File: config.mk
export PLATFORM = sky130hd
export DESIGN_NAME = ecs_seq_flat
export DESIGN_NICKNAME = d
export VERILOG_FILES = /design/src/ecs_pkg.sv /design/src/ecs_io_if.sv /design/src/ecs_seq.sv /design/src/flat_wrapper.sv
export SDC_FILE = /design/constraint.sdc
export NUM_CORES = 1
export LEC_CHECK = 0
export BUFFER_PORTS_ARGS = -buffer_cell sky130_fd_sc_hd__buf_2
export CAP_MARGIN = 20
export CORE_MARGIN = 2
export CORE_UTILIZATION = 40
export DETAILED_ROUTE_END_ITERATION = 8
export PLACE_DENSITY = 0.63
export SETUP_SLACK_MARGIN = 0.2
export SYNTH_ARGS = -nofsm -noshare
export SYNTH_HDL_FRONTEND = slang
export SYNTH_SLANG_ARGS = --single-unit
File: constraint.sdc
create_clock -name clk -period 4.85 [get_ports clk]
set_input_delay 0.2425 -clock clk [delete_from_list [all_inputs] [get_ports clk]]
set_output_delay 0.2425 -clock clk [all_outputs]
set_load 0.05 [all_outputs]
File: src/ecs_pkg.sv
package ecs_pkg;
  // Phases of one machine cycle
  localparam logic [2:0] PH_FIRST = 3'h0;
  localparam logic [2:0] PH_RESTORE = 3'h1;
  localparam logic [2:0] PH_LATCH = 3'h2;
  localparam logic [2:0] PH_ARITH = 3'h3;
  localparam logic [2:0] PH_STORE = 3'h4;
  localparam logic [2:0] PH_LAST = 3'h7;
  // I/O function codes
  localparam logic [2:0] FN_DIAG = 3'h0;
  localparam logic [2:0] FN_WRITE = 3'h1;
  localparam logic [2:0] FN_READ = 3'h2;
  localparam logic [2:0] FN_SENSE_INT = 3'h3;
  localparam logic [2:0] FN_CONTROL = 3'h4;
  localparam logic [2:0] FN_INIT_WRITE = 3'h5;
  localparam logic [2:0] FN_INIT_READ = 3'h6;
  localparam logic [2:0] FN_SENSE_DEV = 3'h7;
  // Control word fields
  localparam int AREA_MSB = 4;
  localparam int AREA_LSB = 0;
  localparam int FUNC_MSB = 7;
  localparam int FUNC_LSB = 5;
  localparam int MOD_MSB = 15;
  localparam int MOD_LSB = 8;
  localparam int DIAG_BIT = 15;
  localparam int FMT_BIT = 5;
  localparam int IND_BIT = 8;
  localparam logic [15:0] ODD_BIT = 16'h0001;
  localparam logic [15:0] EVEN_MASK = 16'hfffe;
  localparam logic [4:0] DIAG_LEVEL = 5'h1f;
  localparam logic [3:0] CYC_ONE = 4'h1;
  localparam logic [3:0] CYC_TWO = 4'h2;

  // Opcode classes
  typedef enum logic [3:0] {
    ecs_op_wait = 4'h0, ecs_op_shift = 4'h1, ecs_op_ldstat = 4'h2,
    ecs_op_branch = 4'h3, ecs_op_ldx_noreg = 4'h4, ecs_op_single = 4'h5,
    ecs_op_add = 4'h6, ecs_op_double = 4'h7, ecs_op_io = 4'h8,
    ecs_op_sub = 4'h9, ecs_op_store = 4'ha, ecs_op_cmp = 4'hb
  } ecs_op_t;

  // Sequencer states, Gray along the indirect path from idle to step three
  typedef enum logic [2:0] {
    ecs_idle = 3'b000, ecs_instr = 3'b001, ecs_indirect = 3'b011,
    ecs_step_one = 3'b010, ecs_step_two = 3'b110, ecs_step_three = 3'b111
  } ecs_state_t;
endpackage : ecs_pkg

File: src/ecs_io_if.sv
`timescale 1ns/1ps
// Out-bus and in-bus between sequencer and I/O adapters
interface ecs_io_if (
  input wire logic clk,
  input wire logic rst
);
  logic [15:0] out_bus;
  logic out_ctrl;
  logic out_data;
  logic in_sample;
  logic [15:0] car_load;
  logic car_strobe;
  logic [15:0] in_bus;
  logic in_valid;

  modport seq (
    output out_bus, out_ctrl, out_data, in_sample, car_load, car_strobe,
    input in_bus, in_valid
  );
  modport adapter (
    input out_bus, out_ctrl, out_data, in_sample, car_load, car_strobe,
    output in_bus, in_valid
  );
endinterface : ecs_io_if

File: src/ecs_seq.sv
`timescale 1ns/1ps
// Function
// - Indirect cycle fetches direct address into accumulator
// - No-execute opcodes end in instruction time
// - Step count chosen from opcode class
// - Return to idle when done
// - Phase zero reads storage at effective address
// - Accumulator stashed, restored in first step except for I/O
// - Shift counter decrements each step
// - Latch to operand at phase two, arithmetic flags at phase three
// - Phase four writes back, operates on accumulator
// - Last phase extends for add, subtract or double with shift count
// - Opcode gating advances steps, blocks functions
// - First I/O step puts control word out
// - Control and sense data in step two
// - Read/write: address step two, data three
// - Initialize loads channel address, then ends
// - Format flag picks one or two words
// - Software gives even effective address
// - Control word at odd address goes first
// - Adapter decodes area, modifier picks device
// - Three-bit function code decode
// - Sense ignores address, status into accumulator
// - Diagnostic mode set by modifier bit
// - Read/write move one word, direct control
module ecs_seq (
  input wire logic clk,
  input wire logic rst,
  input wire logic start,
  input wire ecs_pkg::ecs_op_t op_class,
  input wire logic [15:0] instr_word,
  input wire logic [15:0] eff_addr,
  input wire logic [3:0] shift_count,
  output logic busy,
  output logic done,
  output logic [15:0] acc,
  output logic [15:0] channel_address_register,
  output logic [15:0] mem_addr,
  output logic mem_rd,
  output logic mem_wr,
  output logic [15:0] mem_wdata,
  input wire logic [15:0] mem_rdata,
  output logic [2:0] phase,
  ecs_io_if.seq io
);
  import ecs_pkg::*;

  ecs_state_t state;
  ecs_op_t op;
  logic [15:0] latch;
  logic [15:0] operand;
  logic [15:0] stash;
  logic [3:0] sctr;
  logic [2:0] func;
  logic arith_ctl;
  logic indirect;
  logic extend;
  logic last_step;

  // Step count needed by the opcode class
  function automatic logic [1:0] steps_of(input ecs_op_t o);
    case (o)
      ecs_op_io, ecs_op_double: steps_of = 2'h2;
      ecs_op_single, ecs_op_add, ecs_op_sub, ecs_op_store,
      ecs_op_cmp: steps_of = 2'h1;
      default: steps_of = 2'h0;
    endcase
  endfunction : steps_of

  // True in any of the three execution steps
  function automatic logic is_step(input ecs_state_t s);
    is_step = s == ecs_step_one || s == ecs_step_two || s == ecs_step_three;
  endfunction : is_step

  // Sense functions take status instead of reading storage
  function automatic logic is_sense(input logic [2:0] f);
    is_sense = f == FN_SENSE_DEV || f == FN_SENSE_INT;
  endfunction : is_sense

  // ***************************************************
  // Phase and sequencing
  // ***************************************************
  // Phase-seven extension for add, subtract and double-word shift
  always_comb begin
    // Only execution steps stretch, so a step never starts at phase seven
    extend = is_step(state)
      && (((op == ecs_op_add || op == ecs_op_sub) && operand != 16'h0)
      || (op == ecs_op_double && sctr != 4'h0));
    last_step = (state == ecs_step_one && steps_of(op) == 2'h1)
      || (state == ecs_step_two && !(op == ecs_op_io
      && (func == FN_WRITE || func == FN_READ)))
      || state == ecs_step_three;
  end

  // Phase counter, held at last phase while extended
  always_ff @(posedge clk or posedge rst) begin
    if (rst) begin
      phase <= PH_FIRST;
    end else if (state == ecs_idle) begin
      phase <= PH_FIRST;
    end else if (!(phase == PH_LAST && extend)) begin
      phase <= phase + 3'h1;
    end
  end

  // Cycle-to-cycle advance gated by opcode
  always_ff @(posedge clk or posedge rst) begin
    if (rst) begin
      state <= ecs_idle;
      op <= ecs_op_wait;
      indirect <= 1'b0;
      busy <= 1'b0;
      done <= 1'b0;
    end else begin
      done <= 1'b0;
      case (state)
        ecs_idle: begin
          if (start) begin
            state <= ecs_instr;
            op <= op_class;
            // Two-word form honours the indirect flag
            indirect <= instr_word[FMT_BIT] && instr_word[IND_BIT];
            busy <= 1'b1;
          end
        end
        ecs_instr, ecs_indirect: begin
          if (phase == PH_LAST) begin
            if (state == ecs_instr && indirect) begin
              state <= ecs_indirect;
            end else if (steps_of(op) == 2'h0) begin
              state <= ecs_idle;
              busy <= 1'b0;
              done <= 1'b1;
            end else begin
              state <= ecs_step_one;
            end
          end
        end
        default: begin
          if (phase == PH_LAST && !extend) begin
            if (last_step) begin
              state <= ecs_idle;
              busy <= 1'b0;
              done <= 1'b1;
            end else if (state == ecs_step_one) begin
              state <= ecs_step_two;
            end else begin
              state <= ecs_step_three;
            end
          end
        end
      endcase
    end
  end

  // ***************************************************
  // Datapath per phase
  // ***************************************************
  // Storage address and read strobe at phase zero, address held to write-back
  always_ff @(posedge clk or posedge rst) begin
    if (rst) begin
      mem_addr <= 16'h0;
      mem_rd <= 1'b0;
    end else begin
      mem_rd <= 1'b0;
      if (phase == PH_FIRST) begin
        if (state == ecs_indirect) begin
          mem_addr <= acc;
          mem_rd <= 1'b1;
        end else if (state == ecs_step_one && op == ecs_op_io) begin
          mem_addr <= (acc & EVEN_MASK) | ODD_BIT;
          mem_rd <= 1'b1;
        end else if (state == ecs_step_two && op == ecs_op_io) begin
          mem_addr <= acc & EVEN_MASK;
          mem_rd <= !is_sense(func);
        end else if (state == ecs_step_three) begin
          mem_addr <= acc;
          mem_rd <= func == FN_WRITE;
        end else if (state == ecs_step_one || state == ecs_step_two) begin
          // Step two takes the location after step one's, as acc is reused
          mem_addr <= (state == ecs_step_two) ? mem_addr + ODD_BIT
            : acc;
          mem_rd <= 1'b1;
        end
      end
    end
  end

  // Storage word latch, loaded after a read or on the adapter's answer
  always_ff @(posedge clk or posedge rst) begin
    if (rst) begin
      latch <= 16'h0;
    end else if (phase == PH_RESTORE && mem_rd) begin
      latch <= mem_rdata;
    end else if (io.in_valid && is_step(state)) begin
      latch <= io.in_bus;
    end
  end

  // Operation input and arithmetic control
  always_ff @(posedge clk or posedge rst) begin
    if (rst) begin
      operand <= 16'h0;
      arith_ctl <= 1'b0;
    end else if (state == ecs_idle) begin
      arith_ctl <= 1'b0;
    end else begin
      if (phase == PH_LATCH) begin
        operand <= latch;
      end
      if (phase == PH_ARITH) begin
        arith_ctl <= op == ecs_op_add || op == ecs_op_sub;
      end
      if (phase == PH_LAST && arith_ctl && extend) begin
        operand <= operand >> 1;
      end
    end
  end

  // Shift counter: loaded at start, decremented each step
  always_ff @(posedge clk or posedge rst) begin
    if (rst) begin
      sctr <= 4'h0;
    end else if (state == ecs_idle && start) begin
      sctr <= shift_count;
    end else if (phase == PH_RESTORE && sctr != 4'h0
        && (state == ecs_step_one || state == ecs_step_two
        || state == ecs_step_three)) begin
      sctr <= sctr - 4'h1;
    end else if (phase == PH_LAST && extend && op == ecs_op_double
        && sctr != 4'h0) begin
      sctr <= sctr - 4'h1;
    end
  end

  // Accumulator and its stash
  always_ff @(posedge clk or posedge rst) begin
    if (rst) begin
      acc <= 16'h0;
      stash <= 16'h0;
    end else if (state == ecs_idle && start) begin
      stash <= acc;
      acc <= eff_addr;
    end else if (state == ecs_indirect && phase == PH_STORE) begin
      acc <= latch;
    end else if (state == ecs_step_one && phase == PH_RESTORE
        && op != ecs_op_io) begin
      acc <= stash;
    end else if (phase == PH_STORE && state != ecs_instr) begin
      if (op == ecs_op_io && state == ecs_step_two) begin
        if (func == FN_READ || func == FN_WRITE) begin
          acc <= latch;
        end else if (func == FN_SENSE_DEV || func == FN_SENSE_INT) begin
          acc <= latch;
        end
      end else if (op == ecs_op_add) begin
        acc <= acc + operand;
      end else if (op == ecs_op_sub) begin
        acc <= acc - operand;
      end else if (op == ecs_op_single || op == ecs_op_double) begin
        acc <= operand;
      end
    end
  end

  // Write back and store; a sense step read nothing, so writes nothing
  always_ff @(posedge clk or posedge rst) begin
    if (rst) begin
      mem_wr <= 1'b0;
      mem_wdata <= 16'h0;
    end else begin
      mem_wr <= 1'b0;
      if (phase == PH_STORE && state != ecs_idle && state != ecs_instr
          && !(state == ecs_step_two && op == ecs_op_io
          && is_sense(func))) begin
        mem_wr <= 1'b1;
        if (op == ecs_op_store) begin
          mem_wdata <= acc;
        end else if (state == ecs_step_three && func == FN_READ) begin
          mem_wdata <= io.in_bus;
        end else begin
          mem_wdata <= latch;
        end
      end
    end
  end

  // ***************************************************
  // I/O bus control
  // ***************************************************
  // Out-bus, control and data strobes, channel address
  always_ff @(posedge clk or posedge rst) begin
    if (rst) begin
      io.out_bus <= 16'h0;
      io.out_ctrl <= 1'b0;
      io.out_data <= 1'b0;
      io.in_sample <= 1'b0;
      io.car_load <= 16'h0;
      io.car_strobe <= 1'b0;
      channel_address_register <= 16'h0;
      func <= FN_DIAG;
    end else begin
      io.out_ctrl <= 1'b0;
      io.out_data <= 1'b0;
      io.in_sample <= 1'b0;
      io.car_strobe <= 1'b0;
      if (op == ecs_op_io && phase == PH_LATCH) begin
        if (state == ecs_step_one) begin
          io.out_bus <= latch;
          io.out_ctrl <= 1'b1;
          func <= latch[FUNC_MSB:FUNC_LSB];
        end else if (state == ecs_step_two) begin
          if (func == FN_INIT_READ || func == FN_INIT_WRITE) begin
            channel_address_register <= latch;
            io.car_load <= latch;
            io.car_strobe <= 1'b1;
          end else if (func == FN_CONTROL || func == FN_DIAG) begin
            io.out_bus <= latch;
            io.out_data <= 1'b1;
          end
        end else if (state == ecs_step_three && func == FN_WRITE) begin
          io.out_bus <= latch;
          io.out_data <= 1'b1;
        end
      end
      if (op == ecs_op_io && phase == PH_FIRST
          && ((state == ecs_step_two && (func == FN_SENSE_DEV
          || func == FN_SENSE_INT))
          || (state == ecs_step_three && func == FN_READ))) begin
        io.in_sample <= 1'b1;
      end
    end
  end
endmodule : ecs_seq

File: src/flat_wrapper.sv
// flat-port wrapper written by rule: the top's interface ports become plain ports
module ecs_seq_flat import ecs_pkg::*;
  (clk, rst, start, op_class, instr_word, eff_addr, shift_count, busy, done, acc, channel_address_register, mem_addr, mem_rd, mem_wr, mem_wdata, mem_rdata, phase, io_out_bus, io_out_ctrl, io_out_data, io_in_sample, io_car_load, io_car_strobe, io_in_bus, io_in_valid);
  ecs_io_if io_i (.clk(clk), .rst(rst));
  input wire logic clk;
  input wire logic rst;
  input wire logic start;
  input wire ecs_pkg::ecs_op_t op_class;
  input wire logic [15:0] instr_word;
  input wire logic [15:0] eff_addr;
  input wire logic [3:0] shift_count;
  output logic busy;
  output logic done;
  output logic [15:0] acc;
  output logic [15:0] channel_address_register;
  output logic [15:0] mem_addr;
  output logic mem_rd;
  output logic mem_wr;
  output logic [15:0] mem_wdata;
  input wire logic [15:0] mem_rdata;
  output logic [2:0] phase;
  output wire logic [$bits(io_i.out_bus)-1:0] io_out_bus;
  output wire logic [$bits(io_i.out_ctrl)-1:0] io_out_ctrl;
  output wire logic [$bits(io_i.out_data)-1:0] io_out_data;
  output wire logic [$bits(io_i.in_sample)-1:0] io_in_sample;
  output wire logic [$bits(io_i.car_load)-1:0] io_car_load;
  output wire logic [$bits(io_i.car_strobe)-1:0] io_car_strobe;
  input wire logic [$bits(io_i.in_bus)-1:0] io_in_bus;
  input wire logic [$bits(io_i.in_valid)-1:0] io_in_valid;
  assign io_out_bus = io_i.out_bus;
  assign io_out_ctrl = io_i.out_ctrl;
  assign io_out_data = io_i.out_data;
  assign io_in_sample = io_i.in_sample;
  assign io_car_load = io_i.car_load;
  assign io_car_strobe = io_i.car_strobe;
  assign io_i.in_bus = io_in_bus;
  assign io_i.in_valid = io_in_valid;
  ecs_seq u_core (.clk(clk), .rst(rst), .start(start), .op_class(op_class), .instr_word(instr_word), .eff_addr(eff_addr), .shift_count(shift_count), .busy(busy), .done(done), .acc(acc), .channel_address_register(channel_address_register), .mem_addr(mem_addr), .mem_rd(mem_rd), .mem_wr(mem_wr), .mem_wdata(mem_wdata), .mem_rdata(mem_rdata), .phase(phase), .io(io_i));
endmodule
==> impl_table.tex <==
\begin{tabular}{lr}
\hline
Metric & Value \\
\hline
\multicolumn{2}{l}{\textbf{Detailed routing}} \\
Post-detailed-route DRC marker count & 0 \\
Average vias per placed instance & 5.69 \\
Via count & 8954 \\
Number of search-and-repair iterations in the first detailed-routing pass & 6 \\
Total wirelength of the detailed-routed design & 30.9 mm \\
Avg WL per Cell & 19.7 um \\
Number of nets still failing antenna checks after routing & 0 \\
Initial DRC Count & 703 \\
\multicolumn{2}{l}{\textbf{Power and ir drop}} \\
Total power of the final layout & 8.31 mW \\
LEAKAGE & 5.58 nW \\
Peak supply drop & 0.338 mV \\
Ratio of total power to cell area & 747 nW/um\^{}2 \\
\multicolumn{2}{l}{\textbf{Synth}} \\
Asr flop ratio synth & 1.00 \\
Post-synth top area cell & sky130\_fd\_sc\_hd\_\_dfrtp\_1 \\
Share of synthesized area occupied by flip-flops and latches & 0.410 \\
Post-synth top flop & sky130\_fd\_sc\_hd\_\_dfrtp\_1 \\
Cell types with the largest area share after synthesis & sky130\_fd\_sc\_hd\_\_dfrtp\_1, sky130\_fd\_sc\_hd\_\_nand2\_1, sky130\_fd\_sc\_hd\_\_mux2i\_1, sky130\_fd\_sc\_hd\_\_ha\_1, sky130\_fd\_sc\_hd\_\_a21oi\_1 \\
Post-synth cell types & 71 \\
Largest family of logic cells by synthesized area & compound AO/OA/AOI/OAI gates \\
Adder-cell share of the synthesized area & 0.0544 \\
Share of the synthesized netlist area taken by xor and xnor gates & 0.00278 \\
Area share of and/or/nand/nor cells after synthesis & 0.182 \\
Number of synthesized flops with an enable pin & 0 \\
Area share of the largest cell type after synthesis & 0.410 \\
Synth Cell Area & 9470 um\^{}2 \\
Cell count after synthesis & 1110 \\
Most frequently used cell type in the post-synthesis netlist & sky130\_fd\_sc\_hd\_\_nand2\_1 \\
Leading post-synthesis cells by instance count & sky130\_fd\_sc\_hd\_\_nand2\_1, sky130\_fd\_sc\_hd\_\_dfrtp\_1, sky130\_fd\_sc\_hd\_\_nor2\_1, sky130\_fd\_sc\_hd\_\_a21oi\_1, sky130\_fd\_sc\_hd\_\_o21ai\_0 \\
Multiplexer fraction of the synthesized cell area & 0.0722 \\
Post-synth net total & 1226 \\
Number of warnings printed during yosys synthesis & 0 \\
Register bit count reported by yosys & 155 \\
Synthesized-area fraction occupied by ao, oa, aoi and oai cells & 0.219 \\
Average size of a mapped cell & 8.53 um\^{}2 \\
\multicolumn{2}{l}{\textbf{Cells and area}} \\
Number of antenna cells inserted & 0 \\
Area growth, synth to finish & 17.5\% \\
Layout cell share with drive strength beyond 1 & 0.207 \\
Post-route core utilization & 0.477 \\
Final net count & 1357 \\
\multicolumn{2}{l}{\textbf{STA}} \\
Hold WS & 12.5 ps \\
Number of max-slew violations in the final report & 0 \\
Maximum clock frequency & 0.286 GHz \\
Setup violations, final & 0 \\
Transition at the pin with the smallest max-transition slack & 962 ps \\
Part of the cycle the worst path needs & 0.720 \\
Final period demand of the worst path & 3490 ps \\
Max Clock Skew & 17.3 ps \\
Unrepaired setup endpoints after global routing & false \\
Headroom to the max-slew limit & 0.357 \\
Count of endpoints failing hold in the final timing report & 0 \\
TNS Setup & 0 ps \\
\multicolumn{2}{l}{\textbf{Global route}} \\
First-pass GRT wire length & 48.5 mm \\
Overflow left after global routing & 0 \\
Global-route usage over all layers & 0.253 \\
Antenna violations before repair & 1 \\
Via count of the first global-routing pass & 8490 \\
Largest net degree at the start of global routing & 84 \\
\multicolumn{2}{l}{\textbf{Worst hold path}} \\
Cell count of the worst hold path & 3 \\
Path type of the worst min-delay path & in2reg \\
\multicolumn{2}{l}{\textbf{Worst setup path}} \\
Critical path endpoint category & flip-flop \\
Critical path endpoint & u\_core.acc[12] \\
Critical-path cell list & inv\_1, ha\_1, fa\_1, nor2b\_1, o21ai\_0, a21boi\_0, o21ai\_1, a21oi\_1, a31oi\_1, o21bai\_1, mux2\_2, a2111oi\_0, o31ai\_1 \\
Data required time at the worst endpoint & 5160 ps \\
Type of the worst setup path & reg2reg \\
Beginning of the critical path & u\_core.acc[0] \\
Crit path arrival time & 3800 ps \\
Worst-path maximum fanout & 5 \\
Destination of the worst register-to-register timing path & u\_core.acc[12] \\
CP max stage cell & sky130\_fd\_sc\_hd\_\_dfrtp\_1 \\
CP peak stage delay & 530 ps \\
Reg2Reg Launch Point & u\_core.acc[0] \\
Worst Reg-to-Reg Cells & 13 \\
Reg-to-reg slack, setup & 1360 ps \\
Worst setup SP type & flip-flop \\
\multicolumn{2}{l}{\textbf{Clock network}} \\
Clock tree from TritonCTS & done \\
CTS clk-pin slew, worst paths & 70 ps \\
Htree depth & 4 \\
Clock buffer count from CTS & 17 \\
Number of sinks on the clock net & 155 \\
Post-CTS Setup Bufs & 0 \\
\# resized after CTS & 0 \\
Root Driver & sky130\_fd\_sc\_hd\_\_clkbuf\_16 \\
Maximum clock insertion buffer count & 2 \\
Worst-Skew Late Latency & 450 ps \\
\multicolumn{2}{l}{\textbf{Placement}} \\
Number of I/O port buffers & 168 \\
Routability congestion estimate & 0.972 \\
Detailed-placement wirelength estimate & 22.5 mm \\
\multicolumn{2}{l}{\textbf{Floorplan}} \\
Floorplan die height & 158 um \\
DIE WIDTH & 158 um \\
Total Die Area & 24900 um\^{}2 \\
Core footprint & 23300 um\^{}2 \\
Number of placement rows & 56 \\
Number of top-level design ports & 183 \\
Effective utilization at floorplan & 0.406 \\
\multicolumn{2}{l}{\textbf{Run status}} \\
Run status & complete, no violations \\
\multicolumn{2}{l}{\textbf{Run}} \\
Max-cap violation count & 0 \\
\hline
\end{tabular}
[repair_timing]
item                       4_1_cts  5_1_grt
setup endpoints to repair        0        0
hold endpoints to repair        38        0
hold buffers                     3        0
[power breakdown]
group          total (mW)  switching (mW)  internal [mW]
logic                4.33            2.90           1.43
clock network        1.41           0.657          0.749
registers            2.57           0.792           1.78
total                8.31            4.35           3.96
[stage by stage]
step	worst slack (ps)	std cells	instance area [um^2]
final	1360	1573	11100
after global routing	1030	1573	11100
after CTS	1260	1571	11100
after detailed placement	1260	1536	10500
after global placement	1350	1536	10500
after floorplan	429	1110	9470
[flip-flops by register name, summed over array words and instances (netlist names), 16 cells and up]
| signal | count |
|---|---|
| u_core.acc | 16 |
| u_core.io.car_load | 16 |
| u_core.io.out_bus | 16 |
| u_core.latch | 16 |
| u_core.mem_addr | 16 |
| u_core.mem_wdata | 16 |
| u_core.operand | 16 |
| u_core.stash | 16 |
[layout by cell type, fill, tap and decap left out, types with 9 or more instances in the layout]
cell type	synthesis	final
sky130_fd_sc_hd__clkbuf_16	0	17
sky130_fd_sc_hd__inv_1	47	46
sky130_fd_sc_hd__dfrtp_1	155	155
sky130_fd_sc_hd__buf_2	12	168
sky130_fd_sc_hd__inv_8	0	9
sky130_fd_sc_hd__ha_1	38	38
sky130_fd_sc_hd__nand2_1	206	206
sky130_fd_sc_hd__mux2_2	18	18
sky130_fd_sc_hd__buf_4	16	16
sky130_fd_sc_hd__o221ai_1	10	10
sky130_fd_sc_hd__a211oi_1	16	16
sky130_fd_sc_hd__o21ai_0	83	83
sky130_fd_sc_hd__a221oi_1	12	12
sky130_fd_sc_hd__mux2i_1	48	48
sky130_fd_sc_hd__o22ai_1	23	23
sky130_fd_sc_hd__nor2b_1	12	12
sky130_fd_sc_hd__a21oi_1	85	85
sky130_fd_sc_hd__nor2_1	95	94
sky130_fd_sc_hd__nand3_1	18	18
sky130_fd_sc_hd__nor3_1	12	11
sky130_fd_sc_hd__o21a_1	10	10
sky130_fd_sc_hd__nand2b_1	10	10
sky130_fd_sc_hd__o21ai_1	16	16
[per-layer routing]
layer  track usage  part of all wire  wire (um)
met5             0           0.00042         13
met4        0.0688             0.022        683
met3        0.0556             0.088       2720
met2         0.387              0.44      13600
met1         0.362              0.45      13900
[logic make-up (layout without fill, tap and decap cells)]
logic type | after synthesis | count (layout)
AO/OA/AOI/OAI | 327 | 327
XOR/XNOR | 3 | 3
adder cells (fa/ha/maj) | 40 | 40
buffers and inverters | 124 | 268
flip-flops | 155 | 155
multiplexers | 66 | 66
AND/OR/NAND/NOR | 395 | 395
[how the worst min path moves through the flow]
stage	endpoint	startpoint	slack (ps)
5_1_grt	u_core.op[3]	op_class[3]	20
3_3_place_gp	u_core.op[0]	op_class[0]	440
6_report	u_core.op[3]	op_class[3]	10
4_1_cts	u_core.op[2]	op_class[2]	0.4
3_5_place_dp	u_core.op[0]	op_class[0]	440
2_1_floorplan	u_core.op[0]	op_class[0]	350
[layout make-up]
type                            count  area [um^2]
Clock buffer                       17          425
Clock inverter                     15          183
Fill cell                        2308        12200
Inverter                           47          181
Multi-Input combinational cell    831         5040
Sequential cell                   155         3880
Tap cell                          319          399
Timing Repair Buffer              189         1020
[worst max-delay path, delay by kind of cell, from the launching register on]
| family | cells | cell delay, ps |
|---|---|---|
| compound gates | 8 | 1520 |
| fa+ha+maj | 2 | 710 |
| buf+inv | 1 | 130 |
| flops | 1 | 530 |
| mux | 1 | 350 |
| simple gates | 1 | 120 |
No activity file was read; power rests on OpenSTA's default activity.
